$ cat config.mk
export PLATFORM = sky130hd
export DESIGN_NAME = gpmf_io
export DESIGN_NICKNAME = d
export VERILOG_FILES = /design/src/gpmf_pkg.sv /design/src/gpmf_io.sv /design/src/gpmf_debounce.sv
export SDC_FILE = /design/constraint.sdc
export NUM_CORES = 1
export LEC_CHECK = 0
export BUFFER_PORTS_ARGS = -buffer_cell sky130_fd_sc_hd__buf_2
export CAP_MARGIN = 10
export CORE_AREA = 2 2 235 237
export DETAILED_ROUTE_END_ITERATION = 8
export DIE_AREA = 0 0 237 239
export SYNTH_ARGS = -nofsm -noshare
export SYNTH_HDL_FRONTEND = slang
export SYNTH_HIERARCHICAL = 1
export SYNTH_SLANG_ARGS = --single-unit
$ cat constraint.sdc
create_clock -name clk_sys -period 3.45 [get_ports clk_sys]
set_clock_uncertainty 0.1 [all_clocks]
set_input_delay 0 -clock clk_sys [delete_from_list [all_inputs] [get_ports clk_sys]]
set_output_delay 0 -clock clk_sys [all_outputs]
set_load 0.02 [all_outputs]
$ cat src/gpmf_pkg.sv
/*
  gpmf_pkg: constants shared by the general purpose / multi-function pin block.
  assumes a 20 MHz system clock; all widths, reset values and cycle counts live here.
*/
package gpmf_pkg;
  localparam int unsigned GP_PORTS     = 7;
  localparam int unsigned MF_PORTS     = 32;
  localparam int unsigned CLK_HZ       = 20_000_000;
  // debounce timed from a 1 ms tick; stable for 16..24 ms window
  localparam int unsigned TICK_US      = 1000;
  localparam int unsigned TICK_CYCLES  = (CLK_HZ / 1_000_000) * TICK_US;
  localparam int unsigned DEB_MIN_MS   = 16;
  localparam int unsigned DEB_MAX_MS   = 24;
  localparam int unsigned DEB_TICKS    = DEB_MIN_MS + 1;
  localparam int unsigned DEB_CNT_W    = 5;
  localparam logic [31:0] MF_SEL_RST   = 32'hf20f0fff;
  // only pins 26, 24 and 19..14 stay active through power-down after reset
  localparam logic [31:0] MF_PD_RST    = 32'hfaf03fff;
  localparam logic [6:0]  GP_PD_RST    = 7'h7f;
  localparam logic [6:0]  GP_DIR_RST   = 7'h00;
  localparam logic [31:0] MF_DIR_RST   = 32'h00000000;
  localparam logic [6:0]  GP_DEB_RST   = 7'h00;
  localparam logic [6:0]  GP_OUT_RST   = 7'h00;
  localparam logic [31:0] MF_OUT_RST   = 32'h00000000;
endpackage : gpmf_pkg

$ cat src/gpmf_io.sv
/*
  gpmf_io: pin logic for 7 general purpose ports and 32 multi-function ports.
  assumes pads outside resolve out/oe/pull-down; control bits arrive as plain ports
  from a register file elsewhere; inputs are synchronous to clk_sys.
*/
// Overview of operation
// - seven general purpose pins, each input or output by software
// - each software port yields separate rising and falling event pulses
// - general purpose inputs pass a 16 to 24 ms debounce filter
// - debounce select picks filtered or direct; feeds input bit and edge detect
// - general purpose input bit reads pin level whatever the direction
// - general purpose pad value from output bit, enable from direction bit
// - per-pin power-down enable forces output low and pull-down on power-down
// - power-down is true when either supply-good input is low
// - thirty-two multi-function pins, software port or standard function
// - multi-function input undebounced to input bit, edges and function module
// - multi-function pad value muxed between software bit and function output
// - multi-function enable muxed between direction bit and function direction
// - multi-function output gated low with pull-down when power-down and bit set
// - select reset value has ones at 31-28, 25, 19-16, 11-0
// - power-down enable reset value zero at 26, 24, 19-14, else one
// - multi-function rising edges set status bank three bits
// - multi-function falling edges set status bank four bits
// - pins 1 and 0 carry test outputs as alternate function
// - pins map to standard functions by index
// - select one means software port, zero means standard function
// - debounce select one uses filter, zero bypasses it
// - direction one drives the pin, zero leaves it input
`timescale 1ns/1ps
module gpmf_io
  import gpmf_pkg::*;
#(
  parameter int unsigned GP_N       = GP_PORTS,
  parameter int unsigned MF_N       = MF_PORTS,
  parameter int unsigned TICK_COUNT = TICK_CYCLES
) (
  input  wire logic              clk_sys,
  input  wire logic              rst,
  // supply-good levels
  input  wire logic              supply_good_main,
  input  wire logic              supply_good_core,
  // general purpose control
  input  wire logic [GP_N-1:0]   gp_direction,
  input  wire logic [GP_N-1:0]   gp_output_value,
  input  wire logic [GP_N-1:0]   gp_debounce_select,
  input  wire logic [GP_N-1:0]   gp_powerdown_enable,
  input  wire logic              gp_ctrl_load,
  // multi-function control
  input  wire logic [MF_N-1:0]   mf_direction,
  input  wire logic [MF_N-1:0]   mf_output_value,
  input  wire logic [MF_N-1:0]   mf_port_select_in,
  input  wire logic [MF_N-1:0]   mf_powerdown_in,
  input  wire logic              mf_ctrl_load,
  // standard function modules
  input  wire logic [MF_N-1:0]   func_out,
  input  wire logic [MF_N-1:0]   func_oe,
  input  wire logic              bus_master_test,
  input  wire logic              cpu_data_cycle_test,
  // pads
  input  wire logic [GP_N-1:0]   gp_pad_in,
  output logic      [GP_N-1:0]   gp_pad_out,
  output logic      [GP_N-1:0]   gp_pad_oe,
  output logic      [GP_N-1:0]   gp_pad_pulldown,
  input  wire logic [MF_N-1:0]   mf_pad_in,
  output logic      [MF_N-1:0]   mf_pad_out,
  output logic      [MF_N-1:0]   mf_pad_oe,
  output logic      [MF_N-1:0]   mf_pad_pulldown,
  // readback and events
  output logic      [GP_N-1:0]   gp_input_value,
  output logic      [MF_N-1:0]   mf_input_value,
  output logic      [MF_N-1:0]   mf_func_in,
  output logic      [MF_N-1:0]   mf_port_select_bits,
  output logic      [MF_N-1:0]   mf_powerdown_bits,
  output logic                   powered_down,
  output logic      [GP_N-1:0]   gp_rise_event,
  output logic      [GP_N-1:0]   gp_fall_event,
  output logic      [MF_N-1:0]   mf_rise_event,
  output logic      [MF_N-1:0]   mf_fall_event
);
  // shared pin driver: gate value low when powered down and pd_en set; pull-down is driven separately
  function automatic logic gate_out(input logic val, input logic pd_en, input logic pd);
    gate_out = val & ~(pd_en & pd);
  endfunction

  localparam int unsigned TICK_W = $clog2(TICK_COUNT + 1);

  // control state: select and power-down banks held here with documented resets
  logic [MF_N-1:0]   next_mf_port_select_bits;
  logic [MF_N-1:0]   next_mf_powerdown_bits;
  logic [TICK_W-1:0] tick_count;
  logic [TICK_W-1:0] next_tick_count;
  logic              tick;
  logic              next_tick;
  logic [GP_N-1:0]   gp_pd_bits;
  logic [GP_N-1:0]   next_gp_pd_bits;

  always_comb begin
    next_mf_port_select_bits = mf_port_select_bits;
    next_mf_powerdown_bits   = mf_powerdown_bits;
    next_gp_pd_bits          = gp_pd_bits;
    if (mf_ctrl_load) begin
      next_mf_port_select_bits = mf_port_select_in;
      next_mf_powerdown_bits   = mf_powerdown_in;
    end
    if (gp_ctrl_load) begin
      next_gp_pd_bits = gp_powerdown_enable;
    end
    next_tick       = 1'b0;
    next_tick_count = tick_count + 1'b1;
    if (tick_count == TICK_W'(TICK_COUNT - 1)) begin
      next_tick_count = '0;
      next_tick       = 1'b1;
    end
  end

  always_ff @(posedge clk_sys) begin
    if (rst) begin
      mf_port_select_bits <= MF_SEL_RST[MF_N-1:0];
      mf_powerdown_bits   <= MF_PD_RST[MF_N-1:0];
      gp_pd_bits          <= GP_PD_RST[GP_N-1:0];
      tick_count          <= '0;
      tick                <= 1'b0;
    end else begin
      mf_port_select_bits <= next_mf_port_select_bits;
      mf_powerdown_bits   <= next_mf_powerdown_bits;
      gp_pd_bits          <= next_gp_pd_bits;
      tick_count          <= next_tick_count;
      tick                <= next_tick;
    end
  end

  // debounce filters, one per general purpose pin
  logic [GP_N-1:0] gp_filtered;
  for (genvar g = 0; g < GP_N; g++) begin : g_deb
    gpmf_debounce #(
      .STABLE_TICKS (DEB_TICKS)
    ) u_deb (
      .clk_sys  (clk_sys),
      .rst      (rst),
      .tick     (tick),
      .raw_in   (gp_pad_in[g]),
      .filt_out (gp_filtered[g])
    );
  end

  // alternate function sources; pins 1 and 0 carry the test signals
  logic [MF_N-1:0] func_out_all;
  logic [MF_N-1:0] func_oe_all;
  always_comb begin
    func_out_all    = func_out;
    func_oe_all     = func_oe;
    func_out_all[1] = bus_master_test;
    func_out_all[0] = cpu_data_cycle_test;
    func_oe_all[1]  = 1'b1;
    func_oe_all[0]  = 1'b1;
  end

  // pin path next values
  logic            next_powered_down;
  logic [GP_N-1:0] gp_sel_in;
  logic [GP_N-1:0] next_gp_pad_out;
  logic [GP_N-1:0] next_gp_pad_oe;
  logic [GP_N-1:0] next_gp_pad_pulldown;
  logic [MF_N-1:0] next_mf_pad_out;
  logic [MF_N-1:0] next_mf_pad_oe;
  logic [MF_N-1:0] next_mf_pad_pulldown;
  logic [GP_N-1:0] next_gp_rise_event;
  logic [GP_N-1:0] next_gp_fall_event;
  logic [MF_N-1:0] next_mf_rise_event;
  logic [MF_N-1:0] next_mf_fall_event;

  always_comb begin
    next_powered_down = ~(supply_good_main & supply_good_core);
    gp_sel_in = (gp_debounce_select & gp_filtered)
              | (~gp_debounce_select & gp_pad_in);
    for (int i = 0; i < GP_N; i++) begin
      // output enable cleared during power-down for pins with the power-down bit set, so the pull-down sets the pin level
      next_gp_pad_out[i]      = gate_out(gp_output_value[i], gp_pd_bits[i], powered_down);
      next_gp_pad_oe[i]       = gp_direction[i] & ~(gp_pd_bits[i] & powered_down);
      next_gp_pad_pulldown[i] = gp_pd_bits[i] & powered_down;
    end
    for (int i = 0; i < MF_N; i++) begin
      // select one: software port; zero: standard function per index map
      next_mf_pad_out[i] = gate_out(mf_port_select_bits[i] ? mf_output_value[i] : func_out_all[i],
                                    mf_powerdown_bits[i], powered_down);
      next_mf_pad_oe[i]  = (mf_port_select_bits[i] ? mf_direction[i] : func_oe_all[i])
                           & ~(mf_powerdown_bits[i] & powered_down);
      next_mf_pad_pulldown[i] = mf_powerdown_bits[i] & powered_down;
    end
    // compare new sample with registered one; pulses last one cycle
    next_gp_rise_event = gp_sel_in & ~gp_input_value;
    next_gp_fall_event = ~gp_sel_in & gp_input_value;
    next_mf_rise_event = mf_pad_in & ~mf_input_value & mf_port_select_bits;
    next_mf_fall_event = ~mf_pad_in & mf_input_value & mf_port_select_bits;
  end

  always_ff @(posedge clk_sys) begin
    if (rst) begin
      powered_down    <= 1'b0;
      gp_pad_out      <= '0;
      gp_pad_oe       <= '0;
      gp_pad_pulldown <= '0;
      mf_pad_out      <= '0;
      mf_pad_oe       <= '0;
      mf_pad_pulldown <= '0;
      gp_input_value  <= '0;
      mf_input_value  <= '0;
      mf_func_in      <= '0;
      gp_rise_event   <= '0;
      gp_fall_event   <= '0;
      mf_rise_event   <= '0;
      mf_fall_event   <= '0;
    end else begin
      powered_down    <= next_powered_down;
      gp_pad_out      <= next_gp_pad_out;
      gp_pad_oe       <= next_gp_pad_oe;
      gp_pad_pulldown <= next_gp_pad_pulldown;
      mf_pad_out      <= next_mf_pad_out;
      mf_pad_oe       <= next_mf_pad_oe;
      mf_pad_pulldown <= next_mf_pad_pulldown;
      gp_input_value  <= gp_sel_in;
      mf_input_value  <= mf_pad_in;
      mf_func_in      <= mf_pad_in;
      gp_rise_event   <= next_gp_rise_event;
      gp_fall_event   <= next_gp_fall_event;
      mf_rise_event   <= next_mf_rise_event;
      mf_fall_event   <= next_mf_fall_event;
    end
  end
endmodule // gpmf_io

$ cat src/gpmf_debounce.sv
/*
  gpmf_debounce: one-pin debounce filter driven by a shared slow tick.
  assumes input already synchronous to clk_sys and a one-cycle tick pulse.
*/
`timescale 1ns/1ps
module gpmf_debounce
  import gpmf_pkg::*;
#(
  parameter int unsigned STABLE_TICKS = DEB_TICKS
) (
  input  wire logic clk_sys,
  input  wire logic rst,
  input  wire logic tick,
  input  wire logic raw_in,
  output logic      filt_out
);
  logic [DEB_CNT_W-1:0] count;
  logic [DEB_CNT_W-1:0] next_count;
  logic                 next_filt_out;

  // counts whole ticks of stability; a partial first tick makes the window 16..17 ms
  always_comb begin
    next_count    = count;
    next_filt_out = filt_out;
    if (raw_in == filt_out) begin
      next_count = '0;
    end else if (tick) begin
      if (count == DEB_CNT_W'(STABLE_TICKS - 1)) begin
        next_filt_out = raw_in;
        next_count    = '0;
      end else begin
        next_count = count + 1'b1;
      end
    end
  end

  always_ff @(posedge clk_sys) begin
    if (rst) begin
      count    <= '0;
      filt_out <= 1'b0;
    end else begin
      count    <= next_count;
      filt_out <= next_filt_out;
    end
  end
endmodule // gpmf_debounce

[Word-level counts from Yosys, hierarchy flattened]
Cells that the tools add are included.
Cells by class
  add/sub/neg operators: 8
  multiply operators: 0
  div/mod/pow operators: 0
  order comparisons: 0
  equality and inequality tests: 15
  shift-type cells: 0
  multiplexer cells: 72
  bitwise operators: 179
  reduce and logical (&&, ||, !) cells: 15
Operators by type and width (number)
  $and 32x32->32: 4
  $and 1x1->1: 118
  $mux 1: 65
  $not 32->32: 2
  $not 1->1: 47
  $add 5x1->5 const B: 7
  $eq 5x5->1 const B: 7
  $mux 5: 7
  $and 7x7->7: 4
  $not 7->7: 3
  $reduce_and 3->1: 7
  $reduce_or 2->1: 8
  $add 15x1->15 const B: 1
  $eq 15x15->1 const B: 1
  $eq 1x1->1: 7
  $or 7x7->7: 1
Word-level totals
  bits in registers: 364
  bits in latches: 0
  bits in writable memories: 0
  bits in read-only memories: 0
  output and inout port bits: 331
  word-level logic and storage cells: 321
  memories: 0

[Logic depth before layout (Yosys ltp)]
Gate-level depths: netlist (run 1).
  depth after elaboration: 5
  mapped depth: 6

[Cells and area by module]
The synthesis (run 1) kept the hierarchy.
By module, submodules not included
  gpmf_io: times used 1, cells an instance 947, area each 10855.4 µm²
  gpmf_debounce: times used 7, cells an instance 32, area each 325.3 µm²

[Least setup slack after synthesis (run 1)]
No wires, ideal clock.
  kind: reg2reg
  from: reg tick_count[0]
  to: reg tick_count[10]
  arrival time: 1241 ps
  data required time: 3235 ps
  slack: 1995 ps
  cell stages (with the launch flop): 7
  path buffers: 1
  clock period less this slack: 1455 ps
  cell sequence: dfxtp_1 ha_1 and4_1 nand4b_1 nand2b_2 buf_4 nor2_1
On the way
  cells in the longest elaborated chain, start to end: 2
  elaborated cells between the ends (all ways): 3
RTL lines
  start, declared: RTL line gpmf_io.sv:90  | logic [TICK_W-1:0] tick_count;
  start signal, assigned: RTL line gpmf_io.sv:127  | tick_count <= next_tick_count;
  branches (longest 2 deep; another with $add 15x1->15)
Several ways; the timed one is not identified.
A chain may end at the register's enable or synchronous reset.

[Final worst setup path (run 1)]
  from: in rst
  to: reg mf_port_select_bits[19]
RTL lines
  start, declared: RTL line gpmf_io.sv:38  | input wire logic rst,
  end signal, assigned: RTL line gpmf_io.sv:118  | mf_port_select_bits <= MF_SEL_RST[MF_N-1:0];
  end signal, assigned: RTL line gpmf_io.sv:124  | mf_port_select_bits <= next_mf_port_select_bits;
  end, declared: RTL line gpmf_io.sv:72  | output logic [MF_N-1:0] mf_port_select_bits,
No word-level cell between the ends.

==> impl_metrics.ini, run 1 <==
[clocking]
cts.path.max_buffers = 3
cts-root-buf = clkbuf_16
cts_made_buffers = 41
cts_resized = 0
clock_latency_ns = 0.54
htreeDepth = 2
clkSinkCount = 364
cts_tree = yes
path_clk_slew_ns = 0.06

[global_route]
grt_pass1_vias = 12286
globalRouteTotalUtil_pct = 15.4
grt_max_degree = 105
grt_pass1_wl_mm = 68.4
overflow = 0
antenna_found_initial = 5

[floorplan]
initial_core_util_pct = 24.2
ioPinCount = 598
dieHeight_um = 239
core_sq_um = 54300
die_width_um = 237
rows = 86
die_area_sq_um = 56600

[detailed_routing]
routed_wl_mm = 45.9
dr.pass1.iters = 4
ant_nets = 0
vias = 11920
drt_iter0_drc = 435
drcViolationCount = 0
via_per_inst = 4.33
wl_per_cell_um = 16.7

[worst_setup_path]
critPathRequiredTime_ns = 3.79
worstSetupEndpointType = register
start_kind = input pin
r2r-end = g_deb[4].u_deb/count[2]
timing.critical_path.to = mf_port_select_bits[19]
worstPathArrival_ns = 2.25
rrSetupSlack_ns = 1.58
worst-r2r-cell-count = 3
path_common_cell = dlygate4sd3_1
setup.worst_path.start = rst
reg2reg_from = tick
critPathMaxStageDelay_ns = 0.57
crit_path_top_delay_cell = dlygate4sd3_1
crit_chain = dlygate4sd3_1 > clkbuf_8 > buf_12 > a211o_1 > dlygate4sd3_1
path_class = in2reg
cp_max_fo = 104

[sta]
slew_violations = 0
period_share_pct = 55.5
rsz0062_at_grt = no
slew_headroom_pct = 22.8
max_freq_ghz = 0.523
setup_violations = 0
finalSetupTns_ns = 0
hold_viol_final = 0
period_minus_slack_ns = 1.91
whs_ns = 0.0753
worst_slew_pin_slew_ns = 1.16

[synthesis]
synth_ff_type = dfxtp_1
synth_area_sq_um = 13100
synth_edf_count = 0
synth_top_cells_by_area = dfxtp_1, mux2i_1, nor4bb_1
synthCells = 1171
synth_top_area_cell = dfxtp_1
syn_nets = 1453
ys_warn_count = 6
ys_seq_area_share_pct = 55.5
ys_types = 35
ys_seq_elements = 364
synth-async-reset-ratio_pct = 0
synth_top_area_share_pct = 55.5
syn_area_per_cell_sq_um = 11.2

[run_status]
status = finished, final reports clean

[place]
port_buffers = 593
detailed_place_hpwl_mm = 31.4
gp_congestion = 0.841

[final_layout]
diodes = 0
final_cell_mix = buf_2, dfxtp_1, dlygate4sd3_1
final_common_cell = buf_2
final_nets = 2302
drive_above_1_share_pct = 34.5
syn2layout_area_growth_pct = 59.1

[min_path]
holdCritPathClass = in2reg

[pwr]
p_per_area_nw_per_um2 = 498
total_leakage_power_nw = 9.84
max-vdd-ir-drop_mv = 0.375
totalPowerFinal_mw = 10.4

[flow_run]
maxCapViolCount = 0
[area by class of cell]
cell class                      instances  area [sq um]
Clock inverter                         17           180
Fill cell                            5222         33500
Timing Repair Buffer                  892          5980
Multi-Input combinational cell        687          5230
Inverter                               34           128
Sequential cell                       364          7290
Clock buffer                           58          1200
Tap cell                              704           881
[critical path, delay by kind of cell]
kind,cells,cell delay (ns)
buf+inv,4,1.78
compound gates,1,0.35
[through the flow]
| stage | util [%] | area [sq um] | cells | setup WS (ns) |
|---|---|---|---|---|
| floorplan | - | 13100 | 1171 | 1.99 |
| global placement | 30.5 | 16600 | 2388 | 1.62 |
| detailed placement | 30.5 | 16600 | 2388 | 1.60 |
| CTS | 38.4 | 20900 | 2756 | 1.59 |
| global route | 38.4 | 20900 | 2756 | 1.42 |
| finish | 38.4 | 20900 | 2756 | 1.54 |
[report_power, final]
group          total [mW]  switching (mW)  internal (mW)
combinational        1.39           0.692          0.695
sequential           4.57           0.170           4.40
clock                4.45            1.78           2.66
total                10.4            2.65           7.76
[state kept, by name (all words and copies together) (netlist names), 15 cells and up]
signal               flops
mf_pad_pulldown         32
tick_count              15
g_deb.u_deb/count       35
mf_port_select_bits     32
mf_pad_out              32
mf_pad_oe               32
mf_func_in              32
mf_powerdown_bits       32
mf_rise_event           32
mf_fall_event           32
[per-layer routing]
metal	routed length [um]	track usage [%]	vias up
met5	11	0	-
met4	1310	4.91	2
li1	-	-	5673
met2	22900	27.4	424
met3	2800	3.96	111
met1	18900	18.1	5710
[synth_stat cells (all sizes together) (10+ instances only)]
cell type,count
clkbuf,29
xor2,30
dfxtp,364
a211o,52
nand4,16
nor2b,85
buf,57
nand2,17
xnor2,18
o211ai,14
mux2i,95
and2,53
inv,34
a21oi,10
a21o,32
nor4bb,56
nor3,10
and3b,15
nor2,141
ha,15
[how the worst min path moves through the flow]
stage,from,endpoint,cells past startpoint
floorplan,mf_pad_in[0],mf_fall_event[0],1
global placement,mf_pad_in[28],mf_fall_event[28],2
detailed placement,mf_pad_in[28],mf_fall_event[28],2
CTS,mf_pad_in[0],mf_fall_event[0],3
global route,mf_pad_in[20],mf_fall_event[20],3
finish,mf_pad_in[20],mf_fall_event[20],3
[kinds of logic (layout without fill, tap and decap cells)]
family	after synthesis	count (layout)	share of synthesized area, %
buf+inv	120	1001	4.77
fa+ha+maj	15	15	1.43
compound gates	115	115	7.88
mux	95	95	7.24
xor+xnor	48	48	3.20
flops	364	364	55.5
simple gates	414	414	20.0
[timing repair]
item,4_1_cts,5_1_grt
hold endpoints to repair,312,0
setup buffers,0,0
hold buffers,293,0
No activity file was read; power rests on OpenSTA's default activity.
==> run 2, diff against run 1 <==
--- a/config.mk
+++ b/config.mk
@@ -7,9 +7,9 @@
 export LEC_CHECK = 0
 export BUFFER_PORTS_ARGS = -buffer_cell sky130_fd_sc_hd__buf_2
 export CAP_MARGIN = 10
-export CORE_AREA = 2 2 235 237
+export CORE_AREA = 2 2 234 236
 export DETAILED_ROUTE_END_ITERATION = 8
-export DIE_AREA = 0 0 237 239
+export DIE_AREA = 0 0 236 238
 export SYNTH_ARGS = -nofsm -noshare
 export SYNTH_HDL_FRONTEND = slang
 export SYNTH_HIERARCHICAL = 1
==> constraint.sdc (replaced) <==
create_clock -name clk_sys -period 1.6 [get_ports clk_sys]
set_clock_uncertainty 0.1 [all_clocks]
set_input_delay 0 -clock clk_sys [delete_from_list [all_inputs] [get_ports clk_sys]]
set_output_delay 0 -clock clk_sys [all_outputs]
set_load 0.02 [all_outputs]
==> run 2 against run 1 <==
Non-clock buffer count grew 6. Routed wire length grew 3.2%. Clock power grew 93%. Critical endpoint is now gp_pd_bits[0]. Highest routed layer unchanged. Largest cell class unchanged.
==> impl_metrics.ini, run 2 (synthesized netlist as in run 1, its figures left out) <==
[final_layout]
syn2layout_area_growth_pct = 59.6
top_register = g_deb.u_deb/count
drive_above_1_share_pct = 35.4
final_common_cell = buf_2
fin_cells = 2748
largest_register_ffs = 35
final_nets = 2308
final_util_pct = 39.2
final_area_sq_um = 21000
final_cell_mix = buf_2, dfxtp_1, dlygate4sd3_1

[pwr]
p_clk_share_pct = 40.0
p_per_area_nw_per_um2 = 1030
max-vdd-ir-drop_mv = 0.644
p_switching_mw = 5.45
totalPowerFinal_mw = 21.6
p_comb_share_pct = 14.3
pwr-share-seq_pct = 45.7
total_leakage_power_nw = 9.87
swShare_pct = 25.3
p_int_mw = 16.1

[clocking]
htreeDepth = 2
cts-root-buf = clkbuf_16
path_clk_slew_ns = 0.06
cts_made_buffers = 39
clock_latency_ns = 0.54
cts.path.max_buffers = 3
clkSinkCount = 364
cts_tree = yes

[sta]
max_freq_ghz = 0.630
hold_viol_final = 0
whs_ns = 0.0657
rsz0062_at_grt = no
slew_violations = 0
period_minus_slack_ns = 1.59
slew_headroom_pct = 49.4
period_share_pct = 99.3
worst_slew_pin_slew_ns = 0.757
setup_violations = 0

[place]
gp_congestion = 0.860
port_buffers = 593
dpl_cell_area_sq_um = 16700
place_inst = 2391
detailed_place_hpwl_mm = 31.1

[worst_setup_path]
path_common_cell = dlygate4sd3_1
worstPathArrival_ns = 1.91
cp_max_fo = 23
start_kind = input pin
critical_path_buf_inv_count = 5
path_depth = 6
worstSetupEndpointType = register
critPathRequiredTime_ns = 1.92
crit_chain = dlygate4sd3_1 > buf_8 > buf_12 > buf_16 > a211o_1 > dlygate4sd3_1
critPathTopFamily = buffers and inverters
path_class = in2reg
critPathMaxStageDelay_ns = 0.58
crit_path_top_delay_cell = dlygate4sd3_1
worst-r2r-cell-count = 3

[detailed_routing]
drt_iter0_drc = 499
via_per_inst = 4.32
drcViolationCount = 0
wl_per_cell_um = 17.2
routed_wl_mm = 47.4
vias = 11884
dr.pass1.iters = 5
ant_nets = 0

[floorplan]
ioPinCount = 598
die_width_um = 236
core_sq_um = 53500
initial_core_util_pct = 24.5
rows = 85
die_area_sq_um = 56200
dieHeight_um = 238

[global_route]
grt_pass1_wl_mm = 67.6
grt_pass1_vias = 12427
antenna_found_initial = 6
grt_max_degree = 128
globalRouteTotalUtil_pct = 15.2
overflow = 0

[flow_run]
maxCapViolCount = 0

[min_path]
holdCritPathClass = in2reg
whs_path_depth = 4

[run_status]
status = finished, final reports clean
-- run 2: routing by layer --
layer / global-route usage, % / part of all wire (%) / up-vias
met5: 0 / 0.019 / -
met4: 6.27 / 3.8 / 2
met3: 3.88 / 6.0 / 104
met2: 27.1 / 50 / 442
met1: 17.3 / 41 / 5661
li1: - / - / 5675
-- run 2: worst paths after layout --
path,start,end,slack (ns)
setup reg to reg,mf_port_select_bits[14],mf_pad_out[14],0.02
hold reg to reg,gp_input_value[4],gp_rise_event[4],0.34
hold / removal,mf_ctrl_load,mf_port_select_bits[15],0.07
setup / recovery,rst,gp_pd_bits[0],0.01
-- run 2: cell type report --
| class | instances | area, sq um |
|---|---|---|
| Inverter | 34 | 128 |
| Sequential cell | 364 | 7310 |
| Clock inverter | 5 | 50.0 |
| Multi-Input combinational cell | 689 | 5280 |
| Fill cell | 5107 | 32500 |
| Antenna cell | 6 | 15.0 |
| Clock buffer | 56 | 1140 |
| Tap cell | 696 | 871 |
| Timing Repair Buffer | 898 | 6170 |
-- run 2: through the flow --
| step | worst slack, ns | TNS (ns) |
|---|---|---|
| after floorplan | 0.145 | 0 |
| after global placement | 0.0178 | 0 |
| after detailed placement | -0.0325 | -0.526 |
| after CTS | -0.0511 | -1.48 |
| after global routing | 0.00214 | 0 |
| final | 0.0120 | 0 |
-- run 2: timing repair --
action	in CTS	in global routing
hold buffers	282	0
gates cloned	0	7
buffers inserted	0	1
endpoints found under the hold margin	351	0
resized for setup	3	21
endpoints found under the setup margin	40	80
pin swaps	30	2
-- run 2: worst register-to-register path: stages, from the launching register on --
cell	delay, ns
dfxtp_1	0.51
mux2i_1	0.23
dlygate4sd3_1	0.59
nor2_1	0.05
-- run 2: power groups by stage --
| stage | combinational (mW) | sequential, mW | clock, mW |
|---|---|---|---|
| 4_1_cts | 2.96 | 9.84 | 8.88 |
| 6_report | 3.09 | 9.85 | 8.61 |
| 5_1_grt | 3.28 | 9.89 | 9.26 |
| 3_5_place_dp | 2.33 | 10.0 | 0 |
| 3_3_place_gp | 2.31 | 10.0 | 0 |
| 2_1_floorplan | 0.863 | 10.4 | 0 |
